==> config.mk <==
export PLATFORM = sky130hd
export DESIGN_NAME = tgt_top
export DESIGN_NICKNAME = d
export VERILOG_FILES = /design/src/tgt_pkg.sv /design/src/tgt_toggle.sv /design/src/tgt_top.sv
export SDC_FILE = /design/constraint.sdc
export NUM_CORES = 1
export LEC_CHECK = 0
export BUFFER_PORTS_ARGS = -buffer_cell sky130_fd_sc_hd__buf_2
export CORE_MARGIN = 5
export CORE_UTILIZATION = 46
export CTS_BUF_LIST = sky130_fd_sc_hd__clkbuf_4 sky130_fd_sc_hd__clkbuf_8
export DETAILED_ROUTE_END_ITERATION = 10
export GPL_ROUTABILITY_DRIVEN = 0
export PLACE_DENSITY = 0.79
export SYNTH_ARGS = -nofsm -noshare
export SYNTH_HDL_FRONTEND = slang
export SYNTH_SLANG_ARGS = --single-unit
==> constraint.sdc <==
create_clock -name clk_i -period 2.79 [get_ports clk_i]
set_input_delay 0.558 -clock clk_i [delete_from_list [all_inputs] [get_ports clk_i]]
set_output_delay 0.558 -clock clk_i [all_outputs]
set_load 0.05 [all_outputs]
==> src/tgt_pkg.sv <==
// package of the gated counter with gate toggle conditioning
// assumes one 250 MHz clock and a classic Wishbone slave port
package tgt_pkg;

   // ==========================================================
   // bus shape and register offsets (byte addresses)
   localparam int TGT_DW = 32;
   localparam int TGT_AW = 4;
   localparam logic [TGT_AW-1:0] TGT_GCR_ADR = 4'h0;
   localparam logic [TGT_AW-1:0] TGT_CTL_ADR = 4'h4;
   localparam logic [TGT_AW-1:0] TGT_CNT_ADR = 4'h8;
   localparam logic [TGT_AW-1:0] TGT_STS_ADR = 4'hc;

   // ==========================================================
   // field positions
   localparam int GCR_GE_BIT = 0;
   localparam int GCR_POL_BIT = 1;
   localparam int GCR_TM_BIT = 2;
   localparam int GCR_SP_BIT = 3;
   localparam int GCR_GO_BIT = 4;
   localparam int GCR_VAL_BIT = 5;
   localparam int GCR_SEL_LSB = 6;
   localparam int CTL_RUN_BIT = 0;
   localparam int STS_OVF_BIT = 0;

   // ==========================================================
   // values after reset
   localparam logic [6:0] GCR_RST = 7'h00;
   localparam logic CTL_RUN_RST = 1'b0;
   localparam logic [TGT_DW-1:0] CNT_RST = 32'h0000_0000;

   // ==========================================================
   // types
   typedef enum logic [1:0] {
      TGT_SEL_PIN = 2'h0,
      TGT_SEL_OVF = 2'h1,
      TGT_SEL_ALT = 2'h2,
      TGT_SEL_OFF = 2'h3
   } tgt_gsel_e;

   typedef struct packed {
      tgt_gsel_e sel;
      logic go;
      logic sp;
      logic tm;
      logic pol;
      logic ge;
   } tgt_gctl_s;

   typedef struct packed {
      logic cyc;
      logic stb;
      logic we;
      logic [TGT_AW-1:0] adr;
      logic [3:0] sel;
      logic [TGT_DW-1:0] dat;
   } tgt_wb_req_s;

   // byte-lane merge of a write into a register word
   function automatic logic [TGT_DW-1:0] tgt_merge(
      input logic [TGT_DW-1:0] old_w,
      input logic [TGT_DW-1:0] new_w,
      input logic [3:0] sel);
      logic [TGT_DW-1:0] res;
      res = old_w;
      for (int i = 0; i < 4; i++) begin
         if (sel[i]) begin
            res[i*8 +: 8] = new_w[i*8 +: 8];
         end
      end
      return res;
   endfunction : tgt_merge

endpackage : tgt_pkg

==> src/tgt_toggle.sv <==
// gate toggle flip-flop: flips on each incrementing gate edge
// assumes edge_i is a one-cycle pulse in the clk_i domain
`timescale 1ns/100ps
module tgt_toggle (
   // clock and reset
   input wire logic clk_i,
   input wire logic rst_i,
   // control
   input wire logic enable_i,
   input wire logic edge_i,
   // result
   output logic q_o
);

   // ==========================================================
   // flip-flop, forced and held clear while disabled
   logic nxt_q;

   assign nxt_q = enable_i ? (q_o ^ edge_i) : 1'b0;

   always_ff @(posedge clk_i) begin
      if (rst_i) begin
         q_o <= 1'b0;
      end else begin
         q_o <= nxt_q;
      end
   end

endmodule : tgt_toggle

==> src/tgt_top.sv <==
// gated counter with gate toggle and single-pulse conditioning
// assumes gate pins and the overflow pulse are synchronous to clk_i
//
// The Wishbone slave port and the address map are this design's own decisions.
`timescale 1ns/100ps
module tgt_top
   import tgt_pkg::*;
#(
   parameter int CNT_W = 16
) (
   // clock and reset
   input wire logic clk_i,
   input wire logic rst_i,
   // wishbone slave
   input wire tgt_wb_req_s wb_req_i,
   output logic [TGT_DW-1:0] wb_dat_o,
   output logic wb_ack_o,
   // gate sources
   input wire logic gate_pin_i,
   input wire logic gate_alt_i,
   input wire logic ovf_src_i,
   // counter state
   output logic [CNT_W-1:0] count_o,
   output logic gate_o,
   output logic ovf_o
);

   // ==========================================================
   // parameter check
   if (CNT_W < 2 || CNT_W > TGT_DW) begin : g_cnt_w_check
      $error("CNT_W out of range");
   end

   // ==========================================================
   // registers
   typedef enum {SP_IDLE, SP_ARMED, SP_ACTIVE} tgt_sp_e;
   tgt_gctl_s gctl_ff;
   tgt_gctl_s nxt_gctl;
   tgt_sp_e sp_ff;
   tgt_sp_e nxt_sp;
   logic run_ff;
   logic nxt_run;
   logic ovf_flag_ff;
   logic nxt_ovf_flag;
   logic src_prev_ff;
   logic cond_prev_ff;
   logic [CNT_W-1:0] nxt_cnt;
   logic [TGT_DW-1:0] nxt_dat;
   logic tog_q;

   // ==========================================================
   // bus decode
   // a request is taken while ack is low; a write lands at the edge
   // where the master samples ack high, with the request still standing
   wire bus_req = wb_req_i.cyc & wb_req_i.stb & ~wb_ack_o;
   wire bus_wr = wb_req_i.cyc & wb_req_i.stb & wb_req_i.we & wb_ack_o;
   wire hit_gcr = wb_req_i.adr == TGT_GCR_ADR;
   wire hit_ctl = wb_req_i.adr == TGT_CTL_ADR;
   wire hit_cnt = wb_req_i.adr == TGT_CNT_ADR;
   wire hit_sts = wb_req_i.adr == TGT_STS_ADR;
   wire wr_gcr = bus_wr & hit_gcr;
   wire wr_ctl = bus_wr & hit_ctl;
   wire wr_cnt = bus_wr & hit_cnt;
   wire wr_sts = bus_wr & hit_sts;

   wire [TGT_DW-1:0] gcr_word = {24'h000000, gctl_ff.sel, gate_o,
      gctl_ff.go, gctl_ff.sp, gctl_ff.tm, gctl_ff.pol, gctl_ff.ge};
   wire [TGT_DW-1:0] ctl_word = {31'h00000000, run_ff};
   wire [TGT_DW-1:0] cnt_word = TGT_DW'(count_o);
   wire [TGT_DW-1:0] sts_word = {31'h00000000, ovf_flag_ff};

   wire [TGT_DW-1:0] gcr_new = tgt_merge(gcr_word, wb_req_i.dat,
      wb_req_i.sel);
   wire [TGT_DW-1:0] ctl_new = tgt_merge(ctl_word, wb_req_i.dat,
      wb_req_i.sel);
   wire [TGT_DW-1:0] cnt_new = tgt_merge(cnt_word, wb_req_i.dat,
      wb_req_i.sel);
   wire [TGT_DW-1:0] sts_wmask = tgt_merge(32'h00000000, wb_req_i.dat,
      wb_req_i.sel);

   wire [TGT_DW-1:0] rd_data =
      hit_gcr ? gcr_word :
      hit_ctl ? ctl_word :
      hit_cnt ? cnt_word :
      hit_sts ? sts_word : 32'h00000000;

   // ==========================================================
   // gate source selection and polarity
   wire src_raw =
      (gctl_ff.sel == TGT_SEL_PIN) ? gate_pin_i :
      (gctl_ff.sel == TGT_SEL_OVF) ? ovf_src_i :
      (gctl_ff.sel == TGT_SEL_ALT) ? gate_alt_i : 1'b0;
   wire src_level = src_raw ^ ~gctl_ff.pol;
   // the edge detector runs in every mode, so a source already high
   // when toggle is switched on gives no edge
   wire src_rise = src_level & ~src_prev_ff;

   // ==========================================================
   // toggle conditioning
   // run and toggle both gate the flip-flop enable, so clearing either
   // one zeroes it at the next edge and keeps it zero
   wire tog_en = gctl_ff.tm & run_ff;

   tgt_toggle u_toggle (
      .clk_i(clk_i),
      .rst_i(rst_i),
      .enable_i(tog_en),
      .edge_i(src_rise),
      .q_o(tog_q)
   );

   wire cond = gctl_ff.tm ? tog_q : src_level;
   wire cond_rise = cond & ~cond_prev_ff;
   wire cond_fall = ~cond & cond_prev_ff;

   // ==========================================================
   // single-pulse sequencing
   // with toggle on, one armed pulse spans a full source period
   wire sp_done = (sp_ff == SP_ACTIVE) & cond_fall;
   wire sp_gate = ((sp_ff == SP_ARMED) & cond_rise) |
      ((sp_ff == SP_ACTIVE) & cond);

   always_comb begin
      nxt_sp = sp_ff;
      unique case (sp_ff)
         SP_IDLE: begin
            if (gctl_ff.sp & gctl_ff.go) begin
               nxt_sp = SP_ARMED;
            end
         end
         SP_ARMED: begin
            if (~gctl_ff.sp | ~gctl_ff.go) begin
               nxt_sp = SP_IDLE;
            end else if (cond_rise) begin
               nxt_sp = SP_ACTIVE;
            end
         end
         SP_ACTIVE: begin
            if (~gctl_ff.sp | cond_fall) begin
               nxt_sp = SP_IDLE;
            end
         end
      endcase
   end

   // ==========================================================
   // counting
   wire gate_act = ~gctl_ff.ge | (gctl_ff.sp ? sp_gate : cond);
   wire cnt_inc = run_ff & gate_act;
   wire cnt_wrap = cnt_inc & (&count_o);

   assign nxt_cnt = wr_cnt ? cnt_new[CNT_W-1:0] :
      cnt_inc ? count_o + 1'b1 : count_o;

   // ==========================================================
   // register next values
   always_comb begin
      nxt_gctl = gctl_ff;
      if (wr_gcr) begin
         nxt_gctl.ge = gcr_new[GCR_GE_BIT];
         nxt_gctl.pol = gcr_new[GCR_POL_BIT];
         nxt_gctl.tm = gcr_new[GCR_TM_BIT];
         nxt_gctl.sp = gcr_new[GCR_SP_BIT];
         nxt_gctl.go = gcr_new[GCR_GO_BIT];
         nxt_gctl.sel = tgt_gsel_e'(gcr_new[GCR_SEL_LSB +: 2]);
      end else if (sp_done) begin
         nxt_gctl.go = 1'b0;
      end
   end

   assign nxt_run = wr_ctl ? ctl_new[CTL_RUN_BIT] : run_ff;
   assign nxt_ovf_flag = cnt_wrap |
      (ovf_flag_ff & ~(wr_sts & sts_wmask[STS_OVF_BIT]));
   assign nxt_dat = bus_req ? rd_data : 32'h00000000;

   // ==========================================================
   // flip-flops
   always_ff @(posedge clk_i) begin
      if (rst_i) begin
         gctl_ff <= tgt_gctl_s'(GCR_RST);
         run_ff <= CTL_RUN_RST;
         sp_ff <= SP_IDLE;
         count_o <= CNT_RST[CNT_W-1:0];
         ovf_flag_ff <= 1'b0;
         ovf_o <= 1'b0;
         gate_o <= 1'b0;
         src_prev_ff <= 1'b0;
         cond_prev_ff <= 1'b0;
         wb_ack_o <= 1'b0;
         wb_dat_o <= 32'h00000000;
      end else begin
         gctl_ff <= nxt_gctl;
         run_ff <= nxt_run;
         sp_ff <= nxt_sp;
         count_o <= nxt_cnt;
         ovf_flag_ff <= nxt_ovf_flag;
         ovf_o <= cnt_wrap;
         gate_o <= gate_act;
         src_prev_ff <= src_level;
         cond_prev_ff <= cond;
         wb_ack_o <= bus_req;
         wb_dat_o <= nxt_dat;
      end
   end
endmodule : tgt_top
==> qor.csv, run 1 <==
stage,metric,value,unit
outcome,outcome,finished clean,
detailed_routing,detail_route.first_pass.iterations,4,
yosys,synth_top_area_share,39.5,%
die,floorplan.die.width,83.5,um
grt,grt_max_degree,28,
cells_and_area,areaGrowthSynthToFinish,17.0,%
yosys,synth_enable_flop_cells,0,
timing,fin_tns_setup,0,ps
pwr,power_per_cell_area,435,mW/mm2
pwr,leakage,1.30,nW
grt,grt_pass1_wl,10200,um
worst_setup_path,critical_path_peak_fanout,5,
timing,max_slew_margin,44.2,%
die,core_area,0.00517,mm2
detailed_routing,routed-via-count,2281,
grt,number_of_antenna_violations_at_the_first_check_in_global_routing,0,
cells_and_area,insertedDiodeCount,0,
die,dieArea,0.00697,mm2
grt,grt.total_usage,17.5,%
cells_and_area,n_fill_cell,475,
detailed_routing,wirelength_routed,6230,um
cts,worst_skew_pair.late_latency,300,ps
placed_design,port_buffers,64,
yosys,synthDominantAreaCellType,sky130_fd_sc_hd__dfxtp_1,
worst_setup_path,critical_path_arrival,2420,ps
yosys,synth_common_cells,"49 x sky130_fd_sc_hd__dfxtp_1, 45 x sky130_fd_sc_hd__nand2_1, 24 x sky130_fd_sc_hd__nor2_1",
placed_design,placed_cell_count,418,
yosys,synth_most_common_cell,sky130_fd_sc_hd__dfxtp_1,
cts,cts.path.max_buffers,2,
grt,grt_overflow,0,
timing,timing.final.max_slew_violations,0,
yosys,async_s_r_ff_share_synth,0,%
yosys,flip_flop_and_latch_count_after_synthesis,49,
worst_setup_path,critical_path.startpoint_type,flop,
yosys,post_synth.cell_area_avg,8.59,um2
detailed_routing,remaining_drc_errors,0,
cells_and_area,post_route_cells_drive_above_1_share,26.1,%
detailed_routing,antenna_left,0,
cells_and_area,finalNetCount,407,
timing,fin_skew,5.85,ps
die,floorplan.io_pins,99,
timing,rsz0062_at_grt,no,
run,maxCapViolCount,0,
placed_design,dpl.hpwl,4720,um
yosys,post_synthesis_cells,289,
detailed_routing,number_of_drc_violations_after_detailed_routing_iteration_0,150,
yosys,synthTopCellsByArea,"sky130_fd_sc_hd__dfxtp_1 40%, sky130_fd_sc_hd__nand2_1 6.8%, sky130_fd_sc_hd__buf_4 4.8%",
worst_setup_path,critical_path_required,3020,ps
timing,timing_hold_violations_final,0,
timing,final-setup-viol-count,0,
yosys,yosysWarnings,0,
detailed_routing,avgViaCountPerCell,5.35,
die,die_height,83.5,um
cts,post-cts-setup-buffers,0,
timing,layout_min_cycle_time,2190,ps
timing,fmax,456,MHz
cts,cts_buffers,5,
die,effective_utilization_at_floorplan,48.0,%
detailed_routing,wire_per_inst,14.6,um
timing,post-route-period-util,78.6,%
cts,ctsResizeCount,0,
cts,cts-hold-fix-buffers,0,
timing,timing_worst_slew_pin_value,835,ps
pwr,vdd_drop_max,249,uV
worst_setup_path,r2r_cells,7,
yosys,ys_seq_area_share,39.5,%
min_path,min_delay_path_depth,1,
cts,cts_max_level,2,
yosys,mappedNetlistArea,0.00248,mm2
cts,clock-root-buffer,sky130_fd_sc_hd__clkbuf_8,
grt,first_global_vias,2168,
yosys,number_of_unique_standard_cell_types_used_by_synthesis,56,
worst_setup_path,critical_path.endpoint_type,flop,
cts,cts.reportedPaths.clkPinSlew,90,ps
cells_and_area,final-instance-count-excl-fill,426,
worst_setup_path,crit_type,reg2reg,
min_path,hold_class,reg2reg,
placed_design,pre_cts_slack,325,ps
timing,post-route-worst-setup-slack,597,ps
die,rows,26,
cts,numClockSinks,49,
cts,tritoncts_clock_tree,yes,
yosys,synthFlopType,sky130_fd_sc_hd__dfxtp_1,
==> worst max-delay path, cell delays in order (launching register included) <==
cell,delay (ps)
sky130_fd_sc_hd__dfxtp_1,390
sky130_fd_sc_hd__mux2i_1,280
sky130_fd_sc_hd__xor2_1,170
sky130_fd_sc_hd__nor3_1,110
sky130_fd_sc_hd__o31ai_4,420
sky130_fd_sc_hd__nand2_2,140
sky130_fd_sc_hd__or4_1,430
sky130_fd_sc_hd__a31oi_1,180
==> report_power, final <==
part	internal, W	switching, W	total (W)
clock	0.000197	0.000232	0.000429
sequential	0.000704	0.00000357	0.000707
combinational	0.0000327	0.0000940	0.000127
total	0.000934	0.000330	0.00126
==> stage by stage <==
step / power (W) / util, % / hold slack, ps / cell area, um2
global route: 0.00131 / 56.2 / 508 / 2910
global placement: 0.000848 / 54.4 / 459 / 2810
floorplan: 0.000827 / - / 460 / 2540
finish: 0.00126 / 56.2 / 488 / 2910
detailed placement: 0.000849 / 54.4 / 457 / 2810
CTS: 0.00127 / 56.2 / 490 / 2910
==> final timing paths <==
check	startpoint	end	slack [ps]
max	gcr_word[7]	count_o[14]	600
min	gate_o	wb_dat_o[5]	490
max reg2reg	gcr_word[7]	count_o[14]	600
min reg2reg	gate_o	wb_dat_o[5]	490
==> per-layer routing <==
metal  track usage (%)  vias to the layer above  share of wire [%]
met2              27.8                      104                 45
met5                 0                        -                  0
met1              23.3                     1039                 44
met4              5.26                        0                1.5
li1                  -                     1129                  -
met3              4.34                        9                8.8
==> placed cells by master, fill, tap and decap left out, types with 5 or more instances in the layout <==
master / netlist / final
sky130_fd_sc_hd__a21oi_1: 15 / 15
sky130_fd_sc_hd__a22o_1: 7 / 7
sky130_fd_sc_hd__a31oi_1: 5 / 5
sky130_fd_sc_hd__and3_1: 12 / 12
sky130_fd_sc_hd__buf_2: 2 / 64
sky130_fd_sc_hd__buf_4: 16 / 6
sky130_fd_sc_hd__clkbuf_8: 0 / 5
sky130_fd_sc_hd__conb_1: 1 / 16
sky130_fd_sc_hd__dfxtp_1: 49 / 49
sky130_fd_sc_hd__inv_1: 6 / 6
sky130_fd_sc_hd__mux2i_1: 9 / 9
sky130_fd_sc_hd__nand2_1: 45 / 45
sky130_fd_sc_hd__nand3_1: 13 / 13
sky130_fd_sc_hd__nor2_1: 24 / 24
sky130_fd_sc_hd__o21ai_0: 6 / 6
sky130_fd_sc_hd__xor2_1: 5 / 5
==> flip-flops by register name (all words and copies together), names as in the netlist <==
register / count
run_ff: 1
wb_ack_o: 1
src_prev_ff: 1
ovf_flag_ff: 1
gcr_word: 7
ovf_o: 1
gate_o: 1
u_toggle.q_o: 1
count_o: 16
cond_prev_ff: 1
sp_ff: 2
wb_dat_o: 16
==> final cells by class <==
cell class	instances	area [um2]	area share (%)
tap	70	87.6	3.01
sequential	49	981	33.8
inverter	6	22.5	0.775
clock buffer	7	83.8	2.89
timing repair buffer	70	365	12.6
multi-input combinational	223	1360	46.7
clock inverter	1	7.51	0.258
==> logic make-up after synthesis <==
group                      count (synthesis)  synth area share (%)
other                                      1                 0.151
muxes                                     12                  4.99
adders and majority gates                  4                  2.02
xor gates and xnor gates                   7                  2.47
and+or+nand+nor                          127                  25.8
AOI/OAI and AO/OA                         57                  17.0
DFF                                       49                  39.5
buffers and inverters                     32                  8.06
Note: power is estimated with default switching activity, not from simulation.
==> inputs of run 2 (changes only) <==
Settings changed: ABC_AREA set to 1, PLACE_DENSITY 0.79 to 0.82.
Clock period 2.79 ns to 1.82 ns, I/O delays scaled along.
==> run 2 against run 1 <==
  * Non-clock buffer count grew 14
  * Clock power is 93% higher
  * Sequential share of layout area fell by 3.2 points
  * Core utilization grew 2.5 points
  * Fmax is 29% higher
  * Register-to-register slack got worse by 480 ps
  * Power rose by 67%
  * Via count rose by 18%
  * Critical path type unchanged
==> qor.csv, run 2 <==
stage,metric,value,unit,change
run,maxCapViolCount,0,,unchanged
detailed_routing,routed-via-count,2681,,was 2281
min_path,min_delay_path_depth,2,,was 1
worst_setup_path,crit_path_frequent_cell,sky130_fd_sc_hd__nand2_1,,
timing,final-setup-viol-count,0,,unchanged
die,rows,27,,was 26
yosys,synth_top_area_share,37.4,%,was 39.5%
yosys,flip_flop_and_latch_count_after_synthesis,49,,unchanged
worst_setup_path,rr_startpoint,count_o[2],,was gcr_word[7]
yosys,async_s_r_ff_share_synth,0,%,unchanged
grt,first_global_vias,2469,,was 2168
die,die_height,85.5,um,was 83.5 um
worst_setup_path,critical_path_required,2030,ps,was 3020 ps
cells_and_area,post_route_cells_drive_above_1_share,26.1,%,about the same
yosys,synth_enable_flop_cells,0,,unchanged
cells_and_area,n_fill_cell,523,,was 475
worst_setup_path,critical_path.endpoint_type,flop,,unchanged
worst_setup_path,timing.critical_path.slowest_stage_cell,sky130_fd_sc_hd__dfxtp_2,,was sky130_fd_sc_hd__or4_1
timing,fmax,588,MHz,was 456 MHz
worst_setup_path,cp_cell_sequence,"nand3_1, nor2_2, nand2_1, nor2_2, nand4_2, nor2_1, nand2_1, nand3_1, nand2_1, a21oi_1, nor2_1",,"was mux2i_1, xor2_1, nor3_1, o31ai_4, nand2_2, or4_1, a31oi_1"
detailed_routing,wire_per_inst,13.0,um,was 14.6 um
die,floorplan.io_pins,99,,unchanged
detailed_routing,number_of_drc_violations_after_detailed_routing_iteration_0,194,,was 150
detailed_routing,avgViaCountPerCell,5.01,,was 5.35
pwr,leakage,1.61,nW,was 1.30 nW
grt,met1_usage,24.1,%,was 23.3%
yosys,ys_seq_area_share,37.4,%,was 39.5%
cells_and_area,layout.cell_area.non_filler,0.00325,mm2,was 0.00291 mm2
worst_setup_path,worst_path_largest_cell_delay,410,ps,was 430 ps
cells_and_area,register_area,993,um2,was 981 um2
grt,global_route.usage.met3,2.79,%,was 4.34%
yosys,synthFlopType,sky130_fd_sc_hd__dfxtp_1,,unchanged
worst_setup_path,cp_top_family,simple AND/OR/NAND/NOR gates,,unchanged
cells_and_area,insertedDiodeCount,0,,unchanged
timing,timing_hold_violations_final,0,,unchanged
worst_setup_path,critical_path_arrival,1910,ps,was 2420 ps
worst_setup_path,ff2ff_setup_slack,120,ps,was 600 ps
yosys,synthTopCellsByArea,"sky130_fd_sc_hd__dfxtp_1 37%, sky130_fd_sc_hd__nand2_1 13%, sky130_fd_sc_hd__nor2_1 6.9%",,"was sky130_fd_sc_hd__dfxtp_1 40%, sky130_fd_sc_hd__nand2_1 6.8%, sky130_fd_sc_hd__buf_4 4.8%"
grt,grt_max_degree,18,,was 28
die,effective_utilization_at_floorplan,47.4,%,was 48.0%
timing,post-route-period-util,93.5,%,was 78.6%
timing,layout_min_cycle_time,1700,ps,was 2190 ps
detailed_routing,detail_route.first_pass.iterations,5,,was 4
yosys,number_of_unique_standard_cell_types_used_by_synthesis,33,,was 56
cells_and_area,areaGrowthSynthToFinish,23.8,%,was 17.0%
cells_and_area,finalNetCount,514,,was 407
timing,fin_skew,7.24,ps,was 5.85 ps
yosys,synthDominantAreaCellType,sky130_fd_sc_hd__dfxtp_1,,unchanged
min_path,worstHoldEndpoint,src_prev_ff,,was wb_dat_o[5]
worst_setup_path,crit-reg2reg-capture,count_o[13],,was count_o[14]
worst_setup_path,crit_type,reg2reg,,unchanged
detailed_routing,wirelength_routed,6960,um,was 6230 um
worst_setup_path,critical_path.startpoint_type,flop,,unchanged
cts,clock-root-buffer,sky130_fd_sc_hd__clkbuf_8,,unchanged
pwr,vdd_drop_max,335,uV,was 249 uV
cts,tritoncts_clock_tree,yes,,unchanged
timing,timing_worst_slew_pin_value,540,ps,was 835 ps
outcome,outcome,finished clean,,unchanged
worst_setup_path,critical_path_buf_inv_count,0,,unchanged
cts,cts_max_level,2,,unchanged
yosys,synth_most_common_cell,sky130_fd_sc_hd__nand2_1,,was sky130_fd_sc_hd__dfxtp_1
detailed_routing,remaining_drc_errors,0,,unchanged
cts,cts.reportedPaths.clkPinSlew,100,ps,was 90 ps
yosys,post_synth.cell_area_avg,6.85,um2,was 8.59 um2
die,dieArea,0.00732,mm2,was 0.00697 mm2
yosys,mappedNetlistArea,0.00263,mm2,was 0.00248 mm2
placed_design,placed_area,0.00308,mm2,was 0.00281 mm2
cts,numClockSinks,49,,unchanged
placed_design,port_buffers,64,,unchanged
pwr,power_per_cell_area,648,mW/mm2,was 435 mW/mm2
grt,grt_overflow,0,,unchanged
cells_and_area,layout_commonest_cell,sky130_fd_sc_hd__nand2_1,,was sky130_fd_sc_hd__buf_2
die,floorplan.die.width,85.5,um,was 83.5 um
pwr,total_power,0.00211,W,was 0.00126 W
min_path,hold_class,in2reg,,was reg2reg
detailed_routing,antenna_left,0,,unchanged
grt,grt_busiest_layer,met2,,unchanged
placed_design,dpl.hpwl,5230,um,was 4720 um
cts,cts.path.max_buffers,2,,unchanged
grt,grt.total_usage,18.7,%,was 17.5%
cts,cts_buffers,5,,unchanged
timing,max_slew_margin,64.0,%,was 44.2%
grt,number_of_antenna_violations_at_the_first_check_in_global_routing,0,,unchanged
cts,worst_skew_pair.late_latency,310,ps,was 300 ps
yosys,post_synthesis_cells,383,,was 289
worst_setup_path,critical_path_peak_fanout,6,,was 5
min_path,timing.hold.worst.start,rst_i,,was gate_o
cells_and_area,multiInputGateArea,0.00139,mm2,was 0.00136 mm2
timing,timing.final.max_slew_violations,0,,unchanged
cells_and_area,most-common-layout-cells,"91 x sky130_fd_sc_hd__nand2_1, 64 x sky130_fd_sc_hd__buf_2, 47 x sky130_fd_sc_hd__nor2_1",,"was 64 x sky130_fd_sc_hd__buf_2, 49 x sky130_fd_sc_hd__dfxtp_1, 45 x sky130_fd_sc_hd__nand2_1"
grt,grtUsageMet2,30.8,%,was 27.8%
die,core_area,0.00554,mm2,was 0.00517 mm2
grt,grt_pass1_wl,11200,um,was 10200 um
cts,cts-hold-fix-buffers,0,,unchanged
yosys,yosysWarnings,0,,unchanged
yosys,synth_common_cells,"93 x sky130_fd_sc_hd__nand2_1, 49 x sky130_fd_sc_hd__dfxtp_1, 48 x sky130_fd_sc_hd__nor2_1",,"was 49 x sky130_fd_sc_hd__dfxtp_1, 45 x sky130_fd_sc_hd__nand2_1, 24 x sky130_fd_sc_hd__nor2_1"
worst_setup_path,r2r_cells,11,,was 7
[run 2: area by class of cell]
class	count	area share, %
flip-flops and latches	49	30.6
multi-input cells	278	42.9
clock buffers	6	2.54
inverters	44	5.08
well taps	72	2.77
clock inverters	2	1.16
repair buffers	84	15.0
[run 2: how the worst max path moves through the flow]
stage | startpoint | depth (start not counted) | endpoint
after floorplan | count_o[7] | 9 | count_o[12]
after global placement | gate_pin_i | 12 | count_o[15]
after detailed placement | gate_alt_i | 12 | count_o[13]
after CTS | count_o[0] | 10 | count_o[12]
after global routing | count_o[0] | 10 | count_o[12]
final | count_o[2] | 11 | count_o[13]
[run 2: report_power, final]
part,switching (W),internal (W)
clock,0.000379,0.000447
combinational,0.000151,0.0000488
sequential,0.00000464,0.00108
[run 2: repair_timing]
item | in CTS | in global routing
setup buffers | 0 | 1
endpoints found under the setup margin | 0 | 15
hold endpoints to repair | 0 | 0
gates resized for setup | 0 | 12
[run 2: worst register-to-register path, stage by stage (launching register included)]
cell	delay, ps
sky130_fd_sc_hd__dfxtp_2	410
sky130_fd_sc_hd__nand3_1	170
sky130_fd_sc_hd__nor2_2	140
sky130_fd_sc_hd__nand2_1	90
sky130_fd_sc_hd__nor2_2	170
sky130_fd_sc_hd__nand4_2	150
sky130_fd_sc_hd__nor2_1	120
sky130_fd_sc_hd__nand2_1	50
sky130_fd_sc_hd__nand3_1	80
sky130_fd_sc_hd__nand2_1	50
sky130_fd_sc_hd__a21oi_1	110
sky130_fd_sc_hd__nor2_1	70
[run 2: cells by family after synthesis]
kind of cell,synth area share [%]
multiplexers,1.14
AO/OA/AOI/OAI,10.7
other,0.143
AND/OR/NAND/NOR,33.1
XOR/XNOR,2.67
buffers and inverters,13.0
flip-flops,37.4
adder cells (fa/ha/maj),1.91
[run 2: layer usage]
layer,routed length (um),vias to the layer above
met5,0,-
met3,495,15
met4,157,0
li1,-,1359
met2,3400,105
met1,2910,1202
[run 2: through the flow]
step / hold slack (ps) / setup slack [ps] / util [%] / setup TNS, ps / cells
global placement: 471 / 86.3 / 55.6 / 0 / 526
finish: 350 / 118 / 58.6 / 0 / 535
CTS: 347 / 106 / 57.7 / 0 / 534
detailed placement: 480 / 44.3 / 55.6 / 0 / 526
floorplan: 453 / -57.5 / - / -57.5 / 398
global route: 351 / -45.4 / 58.6 / -45.4 / 535
